File: src/adc_serial_pkg.sv
// Purpose: shared constants and types for the serial state block
// Assumes: core clock of 125 MHz (8 ns period)
// Notes:   timing counts derive from times in ns
package adc_serial_pkg;

  localparam int          ClkPeriodNs  = 8;
  localparam int          WordBits     = 32;
  localparam int          CountBits    = 7;
  localparam int          FifoDepth    = 4;
  localparam logic [31:0] NopWord      = 32'h0000_0000;
  // conversion and reset recovery times, as nanoseconds
  localparam int          ConvTimeNs   = 660;
  localparam int          PorDelayNs   = 20000;
  localparam int          AppDelayNs   = 1000;
  localparam int          ConvCycles   = (ConvTimeNs + ClkPeriodNs - 1)
                                         / ClkPeriodNs;
  localparam int          PorCycles    = (PorDelayNs + ClkPeriodNs - 1)
                                         / ClkPeriodNs;
  localparam int          AppCycles    = (AppDelayNs + ClkPeriodNs - 1)
                                         / ClkPeriodNs;
  localparam int          TimerBits    = 16;
  localparam logic [6:0]  FullFrame    = 7'h20;

  typedef enum logic [1:0]
  {
    ST_RESET = 2'b00,
    ST_ACQ   = 2'b01,
    ST_CONV  = 2'b10
  } dev_state_e;

  // one decoded frame handed to the command side
  typedef struct packed
  {
    logic [31:0] word;
    logic        longEnough;
  } frame_word_s;

endpackage : adc_serial_pkg

File: src/frame_fifo.sv
// Purpose: small word fifo between frame capture and command side
// Assumes: single clock, synchronous active-low reset
// Notes:   depth must be a power of two
`timescale 1ns/10ps
`default_nettype none
module frame_fifo
#(
  parameter int Width = 33,
  parameter int Depth = 4
)
(
  // clock and reset
  input  wire logic             core_clk,
  input  wire logic             nrst,
  // filling side
  input  wire logic [Width-1:0] inData,
  input  wire logic             inValid,
  output logic                  inReady,
  // draining side
  output logic      [Width-1:0] outData,
  output logic                  outValid,
  input  wire logic             outReady
);

  localparam int AW = $clog2(Depth);

  logic [Width-1:0] mem [Depth];
  logic [AW:0]      wrPtr;
  logic [AW:0]      rdPtr;
  logic             doWrite;
  logic             doRead;

  // honest full and empty from pointer compare
  assign inReady  = (wrPtr[AW] == rdPtr[AW])
                    || (wrPtr[AW-1:0] != rdPtr[AW-1:0]);
  assign outValid = (wrPtr != rdPtr);
  assign doWrite  = inValid && inReady;
  assign doRead   = outValid && outReady;
  assign outData  = mem[rdPtr[AW-1:0]];

  // storage
  always_ff @(posedge core_clk)
  begin
    if (doWrite)
      mem[wrPtr[AW-1:0]] <= inData;
  end

  // pointers
  always_ff @(posedge core_clk)
  begin
    if (!nrst)
    begin
      wrPtr <= '0;
      rdPtr <= '0;
    end
    else
    begin
      if (doWrite)
        wrPtr <= wrPtr + 1'b1;
      if (doRead)
        rdPtr <= rdPtr + 1'b1;
    end
  end

  fifo_data_hold_a : assert property (@(posedge core_clk)
    disable iff (!nrst)
    (outValid && !outReady) |=> $stable(outData))
    else $error("head word changed while stalled");

endmodule : frame_fifo
`default_nettype wire

File: src/pin_sync.sv
// Purpose: three-stage pin synchroniser with agreement output
// Assumes: input from outside the core clock domain
// Notes:   stage one feeds stage two only
`timescale 1ns/10ps
`default_nettype none
module pin_sync
#(
  parameter int Width = 4
)
(
  // clock and reset
  input  wire logic             core_clk,
  input  wire logic             nrst,
  // pins and filtered level
  input  wire logic [Width-1:0] pinIn,
  input  wire logic [Width-1:0] resetVal,
  output logic      [Width-1:0] level
);

  logic [Width-1:0] s1;
  logic [Width-1:0] s2;
  logic [Width-1:0] s3;

  // a change counts once stages two and three agree
  genvar i;
  generate
    for (i = 0; i < Width; i++)
    begin : g_bit
      always_ff @(posedge core_clk)
      begin
        if (!nrst)
        begin
          // all stages start at the idle level, so no false edge
          s1[i]    <= resetVal[i];
          s2[i]    <= resetVal[i];
          s3[i]    <= resetVal[i];
          level[i] <= resetVal[i];
        end
        else
        begin
          s1[i] <= pinIn[i];
          s2[i] <= s1[i];
          s3[i] <= s2[i];
          if (s2[i] == s3[i])
            level[i] <= s3[i];
        end
      end
    end
  endgenerate

endmodule : pin_sync
`default_nettype wire

File: src/adc_serial_state.sv
// Purpose: serial shift frame and state control of the converter
// Assumes: link clock sampled by core_clk; mode 0 (capture on rise)
// Notes:   no software registers; reset select is a plain input
`timescale 1ns/10ps
`default_nettype none
module adc_serial_state
  import adc_serial_pkg::*;
#(
  parameter int ConvCount = ConvCycles,
  parameter int PorCount  = PorCycles,
  parameter int AppCount  = AppCycles
)
(
  // clock and reset
  input  wire logic        core_clk,
  input  wire logic        nrst,
  // host pins
  input  wire logic        conv_start_select_n,
  input  wire logic        sclk,
  input  wire logic        serialIn,
  input  wire logic        async_reset_n,
  output logic             primary_serial_out,
  output logic             primarySerialOutEn_n,
  output logic             ready_strobe,
  // configuration
  input  wire logic        app_reset_select,
  // converter side
  input  wire logic [31:0] outputWord,
  output logic             sampleStart,
  output logic             appResetPulse,
  output logic             porResetPulse,
  // decoded command words
  output logic [31:0]      cmdWord,
  output logic             cmdFull,
  output logic             cmdValid,
  input  wire logic        cmdReady
);

  dev_state_e       state;
  dev_state_e       next_state;
  logic [3:0]       pins;
  logic [3:0]       pinsQ;
  logic             csLvl;
  logic             sclkLvl;
  logic             sdiLvl;
  logic             rstLvl;
  logic             csPrev;
  logic             sclkPrev;
  logic             rstPrev;
  logic             csFall;
  logic             csRise;
  logic             sclkRise;
  logic             sclkFall;
  logic             rstFall;
  logic             rstRise;
  logic             inFrame;
  logic [31:0]      inShift;
  logic [31:0]      outShift;
  logic [CountBits-1:0] sclkCount;
  logic [TimerBits-1:0] timer;
  logic             recovering;
  logic             appMode;
  frame_word_s      fifoIn;
  frame_word_s      fifoOut;
  logic             fifoInReady;

  // every pin passes four flops before use
  pin_sync #(.Width(4)) u_sync
  (
    .core_clk (core_clk),
    .nrst     (nrst),
    .pinIn    ({async_reset_n, serialIn, sclk, conv_start_select_n}),
    .resetVal (4'hD),  // link clock idles low, the rest high
    .level    (pinsQ)
  );

  assign pins    = pinsQ;
  assign csLvl   = pins[0];
  assign sclkLvl = pins[1];
  assign sdiLvl  = pins[2];
  assign rstLvl  = pins[3];

  // edge memory of the filtered levels
  always_ff @(posedge core_clk)
  begin
    if (!nrst)
    begin
      csPrev   <= 1'b1;
      sclkPrev <= 1'b0;
      rstPrev  <= 1'b1;
    end
    else
    begin
      csPrev   <= csLvl;
      sclkPrev <= sclkLvl;
      rstPrev  <= rstLvl;
    end
  end

  assign csFall   = csPrev && !csLvl;
  assign csRise   = !csPrev && csLvl;
  assign sclkRise = !sclkPrev && sclkLvl;
  assign sclkFall = sclkPrev && !sclkLvl;
  assign rstFall  = rstPrev && !rstLvl;
  assign rstRise  = !rstPrev && rstLvl;

  // state transitions; select, reset and the timer steer them
  always_comb
  begin
    next_state = state;
    case (state)
      ST_RESET:
        if (rstLvl && timer == '0 && recovering)
          next_state = ST_ACQ;
      ST_ACQ:
        if (rstFall)
          next_state = ST_RESET;
        else if (csRise)
          next_state = ST_CONV;
      ST_CONV:
        if (rstFall)
          next_state = ST_RESET;
        else if (timer == '0)
          next_state = ST_ACQ;
      default:
        next_state = ST_RESET;
    endcase
  end

  // state register; entering the reset state after reset
  always_ff @(posedge core_clk)
  begin
    if (!nrst)
      state <= ST_RESET;
    else
      state <= next_state;
  end

  // remember which reset was asked for at reset fall
  always_ff @(posedge core_clk)
  begin
    if (!nrst)
      appMode <= 1'b0;
    else if (rstFall)
      appMode <= app_reset_select;
  end

  // one shared timer for conversion and recovery; the select pin
  // is not looked at while it runs, so extra edges are ignored
  always_ff @(posedge core_clk)
  begin
    if (!nrst)
    begin
      timer      <= TimerBits'(PorCount);
      recovering <= 1'b1;
    end
    else if (!rstLvl)
    begin
      timer      <= '0;
      recovering <= 1'b0;
    end
    else if (state == ST_RESET && !recovering)
    begin
      timer      <= appMode ? TimerBits'(AppCount)
                            : TimerBits'(PorCount);
      recovering <= 1'b1;
    end
    else if (state == ST_ACQ && csRise)
      timer <= TimerBits'(ConvCount);
    else if (timer != '0)
      timer <= timer - 1'b1;
  end

  // reset pulses to the converter side
  assign appResetPulse = rstFall && app_reset_select;
  assign porResetPulse = rstFall && !app_reset_select;
  assign sampleStart   = (state == ST_ACQ) && csRise;

  // frame window: open on select fall while acquiring
  always_ff @(posedge core_clk)
  begin
    if (!nrst)
      inFrame <= 1'b0;
    else if (state != ST_ACQ || csRise)
      inFrame <= 1'b0;
    else if (csFall)
      inFrame <= 1'b1;
  end

  // input shift register and capture counter
  always_ff @(posedge core_clk)
  begin
    if (!nrst)
    begin
      inShift   <= NopWord;
      sclkCount <= '0;
    end
    else if (state == ST_ACQ && csFall)
    begin
      inShift   <= NopWord;
      sclkCount <= '0;
    end
    else if (inFrame && sclkRise)
    begin
      inShift <= {inShift[WordBits-2:0], sdiLvl};
      if (sclkCount != FullFrame)
        sclkCount <= sclkCount + 1'b1;
    end
  end

  // output shift register: load on select fall, shift on launch
  always_ff @(posedge core_clk)
  begin
    if (!nrst)
      outShift <= '0;
    else if (state == ST_ACQ && csFall)
      outShift <= outputWord;
    // captured bits follow the output word, so a chain passes data on
    else if (inFrame && sclkFall)
      outShift <= {outShift[WordBits-2:0], inShift[0]};
  end

  // serial output and its enable, active low
  always_ff @(posedge core_clk)
  begin
    if (!nrst)
    begin
      primary_serial_out   <= 1'b0;
      primarySerialOutEn_n <= 1'b1;
    end
    else if (!rstLvl || csRise || state != ST_ACQ)
    begin
      primary_serial_out   <= 1'b0;
      primarySerialOutEn_n <= 1'b1;
    end
    else if (csFall)
    begin
      primary_serial_out   <= outputWord[WordBits-1];
      primarySerialOutEn_n <= 1'b0;
    end
    else if (inFrame && sclkFall)
      primary_serial_out <= outShift[WordBits-2];
  end

  // ready strobe: high only while acquiring outside a frame
  always_ff @(posedge core_clk)
  begin
    if (!nrst)
      ready_strobe <= 1'b0;
    else
      ready_strobe <= (next_state == ST_ACQ) && !(state == ST_ACQ
                      && (csFall || csRise)) && !inFrame
                      && !(state == ST_ACQ && !csLvl);
  end

  // completed frame handed to the command side; short frames
  // become no-operation words
  assign fifoIn.word       = (sclkCount >= FullFrame) ? inShift
                                                      : NopWord;
  assign fifoIn.longEnough = (sclkCount >= FullFrame);

  frame_fifo #(.Width(33), .Depth(FifoDepth)) u_fifo
  (
    .core_clk (core_clk),
    .nrst     (nrst),
    .inData   (fifoIn),
    .inValid  (state == ST_ACQ && csRise && inFrame),
    .inReady  (fifoInReady),
    .outData  (fifoOut),
    .outValid (cmdValid),
    .outReady (cmdReady)
  );

  assign cmdWord = fifoOut.word;
  assign cmdFull = fifoOut.longEnough;

  conv_ignores_cs_a : assert property (@(posedge core_clk)
    disable iff (!nrst)
    (state == ST_CONV && rstLvl && timer != '0) |=> state == ST_CONV)
    else $error("conversion left early");
  conv_start_a : assert property (@(posedge core_clk)
    disable iff (!nrst)
    (state == ST_ACQ && csRise && rstLvl) |=> state == ST_CONV)
    else $error("select rise did not convert");
  conv_ends_a : assert property (@(posedge core_clk)
    disable iff (!nrst)
    (state == ST_CONV && timer == '0 && rstLvl) |=> state == ST_ACQ)
    else $error("conversion did not end in acquire");
  reset_enter_a : assert property (@(posedge core_clk)
    disable iff (!nrst)
    (state != ST_RESET && rstFall) |=> state == ST_RESET)
    else $error("reset fall ignored");
  strobe_low_reset_a : assert property (@(posedge core_clk)
    disable iff (!nrst)
    (state == ST_RESET) |=> !ready_strobe || state == ST_ACQ)
    else $error("strobe high in reset");
  tristate_rise_a : assert property (@(posedge core_clk)
    disable iff (!nrst)
    csRise |=> primarySerialOutEn_n && !ready_strobe)
    else $error("output driven after select rise");
  drive_fall_a : assert property (@(posedge core_clk)
    disable iff (!nrst)
    (state == ST_ACQ && csFall && rstLvl) |=> !primarySerialOutEn_n
      && primary_serial_out == $past(outputWord[31]))
    else $error("select fall did not drive msb");
  shift_capture_a : assert property (@(posedge core_clk)
    disable iff (!nrst)
    (inFrame && sclkRise && !csRise && state == ST_ACQ && rstLvl)
      |=> inShift[0] == $past(sdiLvl))
    else $error("capture bit lost");
  recover_acq_a : assert property (@(posedge core_clk)
    disable iff (!nrst)
    (state == ST_RESET && $past(state) == ST_RESET && rstLvl
      && recovering && timer == '0) |=> state == ST_ACQ)
    else $error("recovery did not reach acquire");

endmodule : adc_serial_state
`default_nettype wire

File: config.mk
export PLATFORM = sky130hd
export DESIGN_NAME = adc_serial_state
export DESIGN_NICKNAME = d
export VERILOG_FILES = /design/src/adc_serial_pkg.sv /design/src/frame_fifo.sv /design/src/pin_sync.sv /design/src/adc_serial_state.sv
export SDC_FILE = /design/constraint.sdc
export NUM_CORES = 1
export LEC_CHECK = 0
export BUFFER_PORTS_ARGS = -buffer_cell sky130_fd_sc_hd__buf_2
export CAP_MARGIN = 20
export CORE_MARGIN = 10
export CORE_UTILIZATION = 64
export DETAILED_ROUTE_END_ITERATION = 6
export GPL_ROUTABILITY_DRIVEN = 0
export GPL_TIMING_DRIVEN = 0
export PLACE_DENSITY = 0.92
export SLEW_MARGIN = 20
export SYNTH_ARGS = -nofsm -noshare
export SYNTH_HDL_FRONTEND = slang
export SYNTH_HIERARCHICAL = 1
export SYNTH_SLANG_ARGS = --single-unit
File: constraint.sdc
create_clock -name core_clk -period 4.8 [get_ports core_clk]
set_input_delay 0.24 -clock core_clk [delete_from_list [all_inputs] [get_ports core_clk]]
set_output_delay 0.24 -clock core_clk [all_outputs]
set_load 0.02 [all_outputs]
==> out/metrics.cfg <==
[clock_network]
cts_buffer_depth = 3
clock_latency_ps = 520
cts_sinks = 253
cts_resized = 0
root_buffer = clkbuf_16
cts_tree = yes
cts_buffers = 25
clk_pin_slew_ps = 60
htreeDepth = 1

[worst_setup_path]
cp-end-kind = register
critical_path.startpoint_type = register
critPathSlowestCell = a21oi_4
worstPathArrival_ps = 2820
path_delay_family = simple AND/OR/NAND/NOR gates
path_cells = clkbuf_1 > nor2b_1 > and3_1 > nand2_1 > a21oi_4 > buf_16
slowest_delay_ps = 540
crit_type = reg -> reg
worstPathMaxFanout = 20
path_buf_inv = 2
required_ps = 5010

[global_routing]
antenna_found_initial = 0
grt_overflow = 0
grt_pass1_vias = 7550
grt_use_total_pct = 22.1
grt_pass1_wl_um = 39500
grt_max_degree = 26

[hold_path]
hold_class = in -> reg

[finish]
area_delta_synth_final_pct = 18.6
n_antenna_cell = 0
layout.nets = 1029
fin_area_um2 = 12300
drive_gt1_share_pct = 17.4

[sta]
skew_ps = 16.1
finalMaxSlewViolations = 0
hold_slack_ps = 89.8
tns_ps = 0
fmax_ghz = 0.384
finalSetupViolations = 0
timing.final.hold_violations = 0
slew_headroom_pct = 29.7
rsz0062_at_grt = no
fin_crit_sh_pct = 54.3
min_period_ps = 2610
worst_pin_slew_ps = 1050

[placed_design]
dpl_cell_area_um2 = 11200
dpl.hpwl_um = 15300
portBuffers = 79

[die]
fp.dieW_um = 147
rows = 46
ios = 80
coreArea_um2 = 15900
die-height_um = 147
fp.dieArea_um2 = 21700
initial_utilization_pct = 65.4

[detailed_routing]
dr_total_vias = 7264
drt_first_iter_violations = 663
ant_nets = 0
vias_per_cell = 5.98
drc = 0
dr.pass1.iters = 5
wl_per_cell_um = 19.9
drt_wl_total_um = 24100

[synth]
netlist_area_um2 = 10400
yosysWarningCount = 6
synthCells = 832
avgSynthCellArea_um2 = 12.5

[power_and_ir_drop]
ir_drop_mv = 0.278
p_leak_nw = 5.23
p_per_area_nw_per_um2 = 394

[job]
max_cap_violations = 0

[run_status]
status = finished clean

-- flip-flops by register name (all words and copies together), names as in the netlist, named ones only --
signal                count
u_sync/s3                 4
ready_strobe              1
primarySerialOutEn_n      1
csPrev                    1
u_sync/s1                 4
u_sync/s2                 4
u_fifo/wrPtr              3
primary_serial_out        1
u_fifo/rdPtr              3
inShift                  32
u_sync/level              4
recovering                1
rstPrev                   1
state                     2
appMode                   1
u_fifo/mem              132
sclkCount                 7
inFrame                   1
timer                    16
sclkPrev                  1
outShift                 31
-- routing by layer --
layer  track usage [%]  share of wire [%]  wire [µm]  up-vias
met5                 0                  0          0        -
met4              8.33                3.4        809        0
met3              4.42                6.9       1660       74
met2              39.7                 52      12400      351
met1              25.3                 38       9200     3520
li1                  -                  -          -     3319
-- worst paths after layout --
kind | slack (ps) | to | depth (start not counted) | startpoint
setup / recovery | 2190 | u_fifo/mem[3][18]$_DFFE_PP_ | 6 | state[0]$_SDFF_PN0_
hold / removal | 90 | u_fifo/rdPtr[2]$_SDFFE_PN0P_ | 2 | nrst
setup reg to reg | 2190 | u_fifo/mem[3][18]$_DFFE_PP_ | 6 | state[0]$_SDFF_PN0_
hold reg to reg | 430 | u_sync/s2[0]$_DFF_P_ | 2 | u_sync/s1[0]$_DFF_P_
-- where the power goes --
part / switching [mW] / internal (mW)
Sequential: 0.0300 / 2.29
Combinational: 0.361 / 0.294
Clock: 0.800 / 1.08
Total: 1.19 / 3.67
-- stage by stage --
step / cells / util (%) / power, mW / worst slack [ps]
2_1_floorplan: 834 / - / 2.82 / 1620
3_3_place_gp: 1129 / 69.6 / 2.98 / 378
3_5_place_dp: 1133 / 70.3 / 3.00 / 2300
4_1_cts: 1213 / 77.4 / 4.88 / 2260
5_1_grt: 1214 / 77.5 / 5.01 / 2120
6_report: 1214 / 77.5 / 4.86 / 2190
-- cells in the final DEF, fill, tap and decap left out, drive strengths merged, types with 7 or more instances in the layout --
cell type    count
nand2          149
edfxtp         136
dfxtp          117
buf             97
clkbuf          67
a21oi           45
nor2b           36
dlygate4sd3     35
mux2i           34
mux4            33
o211a           31
inv             21
nor2            19
o21ai           17
nor3            13
nand2b          12
ha              10
clkinv          10
xor2             9
xnor2            8
nor4             8
nand3b           7
-- area by class of cell --
type                       count  area (µm²)
sequential                   253        6430
multi-input combinational    512        3690
fill                         905        3570
timing repair buffer         118         841
clock buffer                  32         693
tap                          216         270
buffer                        49         216
clock inverter                14         105
inverter                      20        75.1
-- what timing repair did --
item,in CTS,in global routing
hold buffers,34,1
buffers inserted,0,0
setup endpoints to repair,0,0
hold endpoints to repair,34,1
Power figures use the tool's default switching activity.
